`config.mk`:
```
export PLATFORM = sky130hd
export DESIGN_NAME = crbgt_gate
export DESIGN_NICKNAME = d
export VERILOG_FILES = /design/src/logic/crbgt_pkg.sv /design/src/logic/crbgt_gate.sv
export SDC_FILE = /design/constraint.sdc
export NUM_CORES = 2
export LEC_CHECK = 0
export BUFFER_PORTS_ARGS = -buffer_cell sky130_fd_sc_hd__buf_2
export CAP_MARGIN = 20
export CORE_MARGIN = 1.5
export CORE_UTILIZATION = 45
export CTS_BUF_LIST = sky130_fd_sc_hd__clkbuf_8 sky130_fd_sc_hd__clkbuf_16
export DETAILED_ROUTE_END_ITERATION = 10
export PLACE_DENSITY = 0.69
export REMOVE_ABC_BUFFERS = 1
export SLEW_MARGIN = 5
export SYNTH_ARGS = -nofsm -noshare
export SYNTH_HDL_FRONTEND = slang
export SYNTH_SLANG_ARGS = --single-unit
```
`constraint.sdc`:
```
create_clock -name clk_sys -period 3.7 [get_ports clk_sys]
set_input_delay 0.555 -clock clk_sys [delete_from_list [all_inputs] [get_ports clk_sys]]
set_output_delay 0.555 -clock clk_sys [all_outputs]
set_load 0.005 [all_outputs]
```
`src/logic/crbgt_pkg.sv`:
```
// Constants, types and the register map of the locality access gate.
// Assumes a single 50 MHz system clock and an AXI4-Lite master with 32-bit data.
package crbgt_pkg;
	localparam int          CLK_PERIOD_NS     = 20;
	localparam int          EXEC_TIME_NS      = 2000;
	localparam int          EXEC_CYCLES       = (EXEC_TIME_NS + CLK_PERIOD_NS - 1) / CLK_PERIOD_NS;
	localparam int          ADDR_W            = 16;
	localparam int          LOC_LSB           = 12;
	localparam int          LOC_W             = 3;
	localparam int          BUF_WORDS         = 32;
	localparam logic [2:0]  LOC_DIGEST        = 3'h4;
	localparam logic [11:0] OFF_LOC_STATE     = 12'h000;
	localparam logic [11:0] OFF_LOC_CTRL      = 12'h008;
	localparam logic [11:0] OFF_BUF_CTRL      = 12'h040;
	localparam logic [11:0] OFF_CSUM          = 12'h044;
	localparam logic [11:0] OFF_CSUM_EN       = 12'h048;
	localparam logic [11:0] OFF_DIGEST        = 12'h04c;
	localparam logic [11:0] OFF_BUF_BASE      = 12'h080;
	localparam logic [11:0] OFF_BUF_LAST      = 12'h0fc;
	localparam int          LC_REQUEST        = 0;
	localparam int          LC_RELINQUISH     = 1;
	localparam int          LC_BEGIN          = 2;
	localparam int          LC_FEED           = 3;
	localparam int          LC_FINISH         = 4;
	localparam int          BC_START          = 0;
	localparam int          BC_CANCEL         = 1;
	localparam int          BC_DONE           = 2;
	localparam int          BC_ABORTED        = 3;
	localparam logic [31:0] READ_REFUSED      = 32'hffffffff;
	localparam logic [31:0] DIGEST_RESET      = 32'h00000000;
	localparam logic [1:0]  RESP_OKAY         = 2'h0;
	localparam logic [1:0]  RESP_SLVERR       = 2'h2;

	typedef enum {CRBGT_IDLE, CRBGT_EXEC, CRBGT_DONE} crbgt_cmd_e;
	typedef enum {K_NONE, K_STATE, K_CTRL, K_BCTRL, K_CSUM, K_CSUM_EN, K_DIGEST, K_BUF} crbgt_kind_e;

	typedef struct packed {
		logic       valid;
		logic [2:0] level;
	} crbgt_owner_s;

	localparam crbgt_owner_s OWNER_NONE = '{valid: 1'b0, level: 3'h0};
endpackage : crbgt_pkg

```
`src/logic/crbgt_gate.sv`:
```
// Locality access gate for a command-response-buffer register set, reached over AXI4-Lite.
// Assumes the master keeps one write and one read in flight; locality comes from address bits 14:12.
//
// What this block does
// - Active locality changing during a running command aborts that command.
// - Non-owner or unowned access: buffer control and data read FFh, writes ignored.
// - Owner writes to the data buffer are taken as command or data bytes unless a command is running.
// - Owner reads of the data buffer return the finished command's response bytes.
// - Digest begin accepted from owner or when unowned; unowned case makes locality 4 owner.
// - Digest feed from owner consumes the command buffer; otherwise ignored.
// - When attached over the legacy pin link, that link's requirements govern the device.
// - Clock-stop support on the legacy link is optional.
// - Power-down input tied high must disable the power-down protocol entirely.
// - The buffer register interface is not offered when attached over the legacy link.
`timescale 1ns/1ps
module crbgt_gate
	import crbgt_pkg::*;
#(
	parameter int EXEC_CYC = EXEC_CYCLES
) (
	input  wire logic              clk_sys,
	input  wire logic              resetn,
	input  wire logic              legacy_link_strap,
	input  wire logic              link_powerdown_n,
	input  wire logic [ADDR_W-1:0] s_axi_awaddr,
	input  wire logic [2:0]        s_axi_awprot,
	input  wire logic              s_axi_awvalid,
	output logic                   s_axi_awready,
	input  wire logic [31:0]       s_axi_wdata,
	input  wire logic [3:0]        s_axi_wstrb,
	input  wire logic              s_axi_wvalid,
	output logic                   s_axi_wready,
	output logic [1:0]             s_axi_bresp,
	output logic                   s_axi_bvalid,
	input  wire logic              s_axi_bready,
	input  wire logic [ADDR_W-1:0] s_axi_araddr,
	input  wire logic [2:0]        s_axi_arprot,
	input  wire logic              s_axi_arvalid,
	output logic                   s_axi_arready,
	output logic [31:0]            s_axi_rdata,
	output logic [1:0]             s_axi_rresp,
	output logic                   s_axi_rvalid,
	input  wire logic              s_axi_rready,
	output logic [3:0]             current_owner_level,
	output logic                   cmd_busy,
	output logic                   cmd_abort
);
	// Decodes the offset within a locality page; shared by the read and write paths.
	function automatic crbgt_kind_e reg_kind(input logic [ADDR_W-1:0] a);
		logic [11:0] o;
		o = a[11:0];
		if (a[ADDR_W-1:LOC_LSB+LOC_W] != '0 || a[LOC_LSB+LOC_W-1:LOC_LSB] > LOC_DIGEST) begin
			reg_kind = K_NONE;
		end else if (o == OFF_LOC_STATE) begin
			reg_kind = K_STATE;
		end else if (o == OFF_LOC_CTRL) begin
			reg_kind = K_CTRL;
		end else if (o == OFF_BUF_CTRL) begin
			reg_kind = K_BCTRL;
		end else if (o == OFF_CSUM) begin
			reg_kind = K_CSUM;
		end else if (o == OFF_CSUM_EN) begin
			reg_kind = K_CSUM_EN;
		end else if (o == OFF_DIGEST) begin
			reg_kind = K_DIGEST;
		end else if (o >= OFF_BUF_BASE && o <= OFF_BUF_LAST && o[1:0] == 2'h0) begin
			reg_kind = K_BUF;
		end else begin
			reg_kind = K_NONE;
		end
	endfunction : reg_kind

	function automatic logic [31:0] merge(input logic [31:0] old, input logic [31:0] d, input logic [3:0] s);
		for (int i = 0; i < 4; i++) begin
			merge[i*8 +: 8] = s[i] ? d[i*8 +: 8] : old[i*8 +: 8];
		end
	endfunction : merge

	logic [31:0]       buf_mem [BUF_WORDS];
	logic              legacy_reg;
	crbgt_owner_s      owner_reg;
	crbgt_owner_s      owner_next;
	crbgt_cmd_e        cmd_reg;
	logic [7:0]        exec_cnt_reg;
	logic              aborted_reg;
	logic              csum_en_reg;
	logic [31:0]       csum_reg;
	logic [31:0]       digest_acc_reg;
	logic [31:0]       digest_reg;
	logic              digest_open_reg;
	logic              aw_hold_reg;
	logic              w_hold_reg;
	logic [ADDR_W-1:0] awaddr_reg;
	logic [31:0]       wdata_reg;
	logic [3:0]        wstrb_reg;
	logic              wr_fire;
	logic              powered_down;
	logic              gate_closed;
	logic [2:0]        wr_loc;
	logic [2:0]        rd_loc;
	logic              wr_owner;
	logic              rd_owner;
	crbgt_kind_e       wr_kind;
	crbgt_kind_e       rd_kind;
	logic [31:0]       rd_word;
	logic [31:0]       buf_fold;
	logic              owner_changed;

	// The strap is sampled while reset is held so a later glitch cannot reopen the buffer interface.
	always_ff @(posedge clk_sys) begin
		if (!resetn) begin
			legacy_reg <= legacy_link_strap;
		end
	end

	// Low-power state only exists on the legacy link; a pin tied high never enters it.
	assign powered_down = legacy_reg && !link_powerdown_n;
	// Legacy attachment hides every buffer register; clock-stop is not used, so the link clock must run.
	assign gate_closed  = legacy_reg || powered_down;

	assign wr_fire  = aw_hold_reg && w_hold_reg && !s_axi_bvalid;
	assign wr_loc   = awaddr_reg[LOC_LSB +: LOC_W];
	assign rd_loc   = s_axi_araddr[LOC_LSB +: LOC_W];
	assign wr_kind  = reg_kind(awaddr_reg);
	assign rd_kind  = reg_kind(s_axi_araddr);
	assign wr_owner = owner_reg.valid && owner_reg.level == wr_loc;
	assign rd_owner = owner_reg.valid && owner_reg.level == rd_loc;

	always_comb begin
		buf_fold = '0;
		for (int i = 0; i < BUF_WORDS; i++) begin
			buf_fold = {buf_fold[30:0], buf_fold[31]} ^ buf_mem[i];
		end
	end

	// Ownership: request, relinquish and the digest sequence all move the active locality.
	always_comb begin
		owner_next = owner_reg;
		if (wr_fire && !gate_closed && wr_kind == K_CTRL) begin
			if (wstrb_reg[0] && wdata_reg[LC_REQUEST] && !owner_reg.valid) begin
				owner_next = '{valid: 1'b1, level: wr_loc};
			end else if (wstrb_reg[0] && wdata_reg[LC_RELINQUISH] && wr_owner) begin
				owner_next = OWNER_NONE;
			end else if (wr_loc == LOC_DIGEST && wstrb_reg[0] && wdata_reg[LC_BEGIN] && !owner_reg.valid) begin
				owner_next = '{valid: 1'b1, level: LOC_DIGEST};
			end else if (wr_loc == LOC_DIGEST && wstrb_reg[0] && wdata_reg[LC_FINISH] && wr_owner && digest_open_reg) begin
				owner_next = OWNER_NONE;
			end
		end
	end

	assign owner_changed = owner_next != owner_reg;

	always_ff @(posedge clk_sys) begin
		if (!resetn) begin
			owner_reg <= OWNER_NONE;
		end else if (powered_down) begin
			owner_reg <= OWNER_NONE;
		end else begin
			owner_reg <= owner_next;
		end
	end

	// Command engine: start runs for a fixed time, then the buffer holds the response.
	always_ff @(posedge clk_sys) begin
		if (!resetn) begin
			cmd_reg      <= CRBGT_IDLE;
			exec_cnt_reg <= 8'h00;
			aborted_reg  <= 1'b0;
			cmd_abort    <= 1'b0;
		end else begin
			cmd_abort <= 1'b0;
			case (cmd_reg)
				CRBGT_IDLE, CRBGT_DONE: begin
					if (wr_fire && !gate_closed && wr_kind == K_BCTRL && wr_owner && wstrb_reg[0] &&
					    wdata_reg[BC_START]) begin
						cmd_reg      <= CRBGT_EXEC;
						exec_cnt_reg <= 8'(EXEC_CYC - 1);
						aborted_reg  <= 1'b0;
					end
				end
				CRBGT_EXEC: begin
					if (owner_changed || powered_down ||
					    (wr_fire && wr_kind == K_BCTRL && wr_owner && wstrb_reg[0] && wdata_reg[BC_CANCEL])) begin
						cmd_reg     <= CRBGT_IDLE;
						aborted_reg <= 1'b1;
						cmd_abort   <= 1'b1;
					end else if (exec_cnt_reg == 8'h00) begin
						cmd_reg <= CRBGT_DONE;
					end else begin
						exec_cnt_reg <= exec_cnt_reg - 8'h01;
					end
				end
				default: cmd_reg <= CRBGT_IDLE;
			endcase
		end
	end

	// Buffer writes land only for the owner; the engine has the buffer to itself while running.
	always_ff @(posedge clk_sys) begin
		if (wr_fire && !gate_closed && wr_kind == K_BUF && wr_owner && cmd_reg != CRBGT_EXEC) begin
			buf_mem[awaddr_reg[6:2]] <= merge(buf_mem[awaddr_reg[6:2]], wdata_reg, wstrb_reg);
		end
	end

	// Digest sequence and checksum of the buffer contents.
	always_ff @(posedge clk_sys) begin
		if (!resetn) begin
			digest_open_reg <= 1'b0;
			digest_acc_reg  <= DIGEST_RESET;
			digest_reg      <= DIGEST_RESET;
			csum_en_reg     <= 1'b0;
			csum_reg        <= '0;
		end else begin
			csum_reg <= csum_en_reg ? buf_fold : '0;
			if (wr_fire && !gate_closed && wr_kind == K_CSUM_EN && wstrb_reg[0]) begin
				csum_en_reg <= wdata_reg[0];
			end
			if (wr_fire && !gate_closed && wr_kind == K_CTRL && wr_loc == LOC_DIGEST && wstrb_reg[0]) begin
				if (wdata_reg[LC_BEGIN] && (wr_owner || !owner_reg.valid)) begin
					digest_open_reg <= 1'b1;
					digest_acc_reg  <= DIGEST_RESET;
				end else if (wdata_reg[LC_FEED] && wr_owner && digest_open_reg) begin
					digest_acc_reg <= {digest_acc_reg[30:0], digest_acc_reg[31]} ^ buf_fold;
				end else if (wdata_reg[LC_FINISH] && wr_owner && digest_open_reg) begin
					digest_reg      <= {digest_reg[15:0], digest_reg[31:16]} ^ digest_acc_reg;
					digest_open_reg <= 1'b0;
				end
			end
		end
	end

	// Read data; refused reads of guarded registers answer all ones.
	always_comb begin
		rd_word = '0;
		case (rd_kind)
			K_STATE:   rd_word = {27'h0, cmd_reg == CRBGT_EXEC, owner_reg.valid, owner_reg.level};
			K_CTRL:    rd_word = '0;
			K_BCTRL:   rd_word = rd_owner ? {28'h0, aborted_reg, cmd_reg == CRBGT_DONE, 1'b0,
			                     cmd_reg == CRBGT_EXEC} : READ_REFUSED;
			K_CSUM:    rd_word = rd_owner ? csum_reg : READ_REFUSED;
			K_CSUM_EN: rd_word = {31'h0, csum_en_reg};
			K_DIGEST:  rd_word = digest_reg;
			K_BUF:     rd_word = (rd_owner && cmd_reg != CRBGT_EXEC) ? buf_mem[s_axi_araddr[6:2]] :
			                     READ_REFUSED;
			default:   rd_word = '0;
		endcase
		if (gate_closed) begin
			rd_word = READ_REFUSED;
		end
	end

	// Write address and data are taken independently and held until the response is accepted.
	always_ff @(posedge clk_sys) begin
		if (!resetn) begin
			aw_hold_reg   <= 1'b0;
			w_hold_reg    <= 1'b0;
			s_axi_awready <= 1'b0;
			s_axi_wready  <= 1'b0;
			s_axi_bvalid  <= 1'b0;
			s_axi_bresp   <= RESP_OKAY;
			awaddr_reg    <= '0;
			wdata_reg     <= '0;
			wstrb_reg     <= '0;
		end else begin
			s_axi_awready <= !aw_hold_reg && !(s_axi_awvalid && s_axi_awready);
			s_axi_wready  <= !w_hold_reg && !(s_axi_wvalid && s_axi_wready);
			if (s_axi_awvalid && s_axi_awready) begin
				aw_hold_reg <= 1'b1;
				awaddr_reg  <= s_axi_awaddr;
			end
			if (s_axi_wvalid && s_axi_wready) begin
				w_hold_reg <= 1'b1;
				wdata_reg  <= s_axi_wdata;
				wstrb_reg  <= s_axi_wstrb;
			end
			if (wr_fire) begin
				s_axi_bvalid <= 1'b1;
				s_axi_bresp  <= (wr_kind == K_NONE) ? RESP_SLVERR : RESP_OKAY;
			end else if (s_axi_bvalid && s_axi_bready) begin
				s_axi_bvalid  <= 1'b0;
				aw_hold_reg   <= 1'b0;
				w_hold_reg    <= 1'b0;
				s_axi_awready <= 1'b1;
				s_axi_wready  <= 1'b1;
			end
		end
	end

	// Reads answer one cycle after the address is taken.
	always_ff @(posedge clk_sys) begin
		if (!resetn) begin
			s_axi_arready <= 1'b0;
			s_axi_rvalid  <= 1'b0;
			s_axi_rdata   <= '0;
			s_axi_rresp   <= RESP_OKAY;
		end else begin
			if (s_axi_arvalid && s_axi_arready) begin
				s_axi_arready <= 1'b0;
				s_axi_rvalid  <= 1'b1;
				s_axi_rdata   <= rd_word;
				s_axi_rresp   <= (rd_kind == K_NONE) ? RESP_SLVERR : RESP_OKAY;
			end else if (s_axi_rvalid && s_axi_rready) begin
				s_axi_rvalid  <= 1'b0;
				s_axi_arready <= 1'b1;
			end else if (!s_axi_rvalid) begin
				s_axi_arready <= 1'b1;
			end
		end
	end

	// Status pins mirror internal state one cycle late so they come straight from flops.
	always_ff @(posedge clk_sys) begin
		if (!resetn) begin
			current_owner_level <= 4'h0;
			cmd_busy            <= 1'b0;
		end else begin
			current_owner_level <= {owner_reg.valid, owner_reg.level};
			cmd_busy            <= cmd_reg == CRBGT_EXEC;
		end
	end
endmodule : crbgt_gate

```
==> results.toml <==
[layout]
fin_area_sq_mm = 0.06564
fillers = 10296
antenna_cells = 0
nNetsFinal = 4147
multi_input_area_sq_mm = 0.02142
final_common_cell = "edfxtp_1"
final_layout_size_suffix_gt1_frac = 0.2102
final_cell_mix = "edfxtp_1, xnor2_1, mux4_2"
area_growth_pct = 14.82
seq_area_sq_mm = 0.03503
largest_reg_flops = 1024

[floorplanning]
rows = 130
num_io_pins = 130
start_util = 0.4541
placeableCoreArea_sq_mm = 0.1259
die_x_um = 359.4
chipHeight_um = 359.4
die_area_sq_mm = 0.1292

[synth]
avgSynthCellArea_sq_um = 15.35
yosys.area_share.simple = 0.04180
ys_async_sr_fraction = 0
synth_top_area_frac = 0.5384
synth_edf_count = 1025
netlist_instances = 3725
yosysSeqAreaShare = 0.6126
yosys.area.top_type = "edfxtp_1"
synth_adder_area_share = 0.0004377
synth_area_sq_mm = 0.05717
muxShareOfSynthArea = 0.1142
yosys.area_share.xor_xnor = 0.1707
yosysWarnings = 0
synth-seq-cells = 1237
synth_area_leaders = "edfxtp_1, xnor2_1, mux4_2, dfxtp_1, xor2_1"
synth-compound-area-share = 0.04642
synthFlopType = "edfxtp_1"
synth_top_family_by_area = "XOR/XNOR gates"
yosysUniqueCellTypes = 68

[sta]
skew_ns = 0.03564
clock.fmax_mhz = 295.4
max_slew_margin = 0.2424
slew_viol_final = 0
layout_setup_ws_ns = 0.3149
min_period_ns = 3.385
setup_viol = 0
finalCritPeriodShare = 0.9149
hold_viol = 0
tightest_slew_ns = 1.128
rsz0062_at_grt = "no"

[grt]
grt_first_pass_wirelength_um = 246300
grt_max_degree = 65
grt_pass1_vias = 33454
grt_overflow = 0
antenna_found_initial = 1
grtUsageTotal = 0.2672

[setup_path]
reg2regPathDepth = 9
slowest_delay_ns = 0.68
end_kind = "register"
path_depth = 9
critPathBufInv = 3
critical_path_required_ns = 4.15
crit_arrival_ns = 3.84
crit_path_start_kind = "register"
slowest_stage = "dfxtp_1"
path_cells = "a21boi_0 -> a2111oi_4 -> o211ai_1 -> nor3_1 -> buf_4 -> nand2_1 -> buf_4 -> nor2_1 -> buf_4"
timing.rr.start = "awaddr_reg[6]"
worstPathMaxFanout = 28
critPathLaunch = "awaddr_reg[6]"
path_common_cell = "buf_4"
cpLargestDelayFamily = "compound AO/OA/AOI/OAI gates"
path_class = "register to register"

[routing]
vias = 34317
drt_iter0_drc = 5349
drc = 0
vias_per_cell = 5.894
drtPass1Iterations = 7
wl_per_cell_um = 29.91
wl_um = 174100
ant_nets = 0

[clock_tree]
clkSinkCount = 1237
cts_htree_levels = 4
hold_buffers = 4
postCtsSetupBuffers = 0
clk_pin_slew_worst_paths_ns = 0.06
cts_root_buf = "clkbuf_16"
cts_tree = "built"
cts_buffer_depth = 3
cts-resized-gates = 0
clock_latency_ns = 0.76
cts-buffers-inserted = 131

[pwr]
p_leak_nw = 21.07
p_per_area_mw_per_mm2 = 451.9
worst_ir_drop_vdd_v = 0.0005660

[run_status]
status = "completed"

[job]
maxCapViolations = 0

[placed_design]
place_hpwl_um = 127000
globalplace.congestion = 0.9418
preCtsSetupSlack_ns = 0.4179
port_buffers = 121
placed_cell_area_sq_mm = 0.06132

[min_path]
min_path_type = "input pin to register"
holdPathStages = 3
holdCritStartpoint = "s_axi_wdata[21]"
-- area by class of cell --
type / instances / area share
sequential: 1237 / 0.5336
multi-input combinational: 2306 / 0.3263
clock inverter: 102 / 0.01218
tap: 1650 / 0.03145
inverter: 8 / 0.0004956
timing repair buffer: 378 / 0.04289
clock buffer: 141 / 0.05306
-- kinds of logic (layout without fill, tap and decap cells) --
kind of cell,after synthesis,in the layout
XOR/XNOR,1064,1064
buffers and inverters,183,629
AND/OR/NAND/NOR,541,541
adder cells (fa/ha/maj),2,2
other,1,2
flip-flops,1237,1237
AO/OA/AOI/OAI,405,405
multiplexers,292,292
-- worst min-delay path, stage by stage --
cell and delay (ns):
buf_2 0.10, nand2_1 0.05, a21oi_1 0.05
-- metrics by stage --
stage | util | hold slack [ns] | power, mW | setup TNS (ns) | std cells
after CTS | 0.5214 | 0.001813 | 29.74 | 0 | 5822
after detailed placement | 0.4871 | 0.4497 | 16.81 | 0 | 5575
final | 0.5214 | 0.03823 | 29.67 | 0 | 5822
after floorplan | - | 0.4360 | 16.03 | -40.35 | 3551
after global placement | 0.4865 | 0.4434 | 16.79 | 0 | 5572
after global routing | 0.5214 | 0.03803 | 30.32 | 0 | 5822
-- power by group --
group / internal (mW) / leakage (nW) / switching, mW
registers: 15.1 / 11.0 / 0.109
clock network: 7.57 / 2.22 / 5.56
logic: 0.523 / 7.84 / 0.814
-- cells in the mapped netlist, types with 8 or more instances --
master and instances:
a211oi_1 60, a21oi_1 99, a22oi_1 68, and2_1 11, buf_1 23, buf_2 57, buf_4 8, clkbuf_1 87
dfxtp_1 212, edfxtp_1 1025, inv_1 8, mux4_2 288, nand2_1 188, nand2b_1 16, nand3_1 43, nor2_1 215
nor3_1 13, o211ai_1 29, o21a_1 33, o21ai_0 76, xnor2_1 904, xnor3_1 32, xor2_1 128
-- layer usage --
| metal | share of wire | GRT usage | wire length, um |
|---|---|---|---|
| met1 | 0.40 | 0.3742 | 69310 |
| met2 | 0.46 | 0.4154 | 79930 |
| met3 | 0.11 | 0.06115 | 19280 |
| met4 | 0.032 | 0.08292 | 5613 |
| met5 | 0 | 0 | 0 |
-- final timing paths --
kind / slack (ns) / end
worst max register to register: 0.31 / buf_mem[17][13]
worst max-delay path: 0.31 / buf_mem[17][13]
worst min register to register: 0.46 / awaddr_reg[8]
worst min-delay path: 0.04 / wdata_reg[21]
No activity file was read; power rests on OpenSTA's default activity.
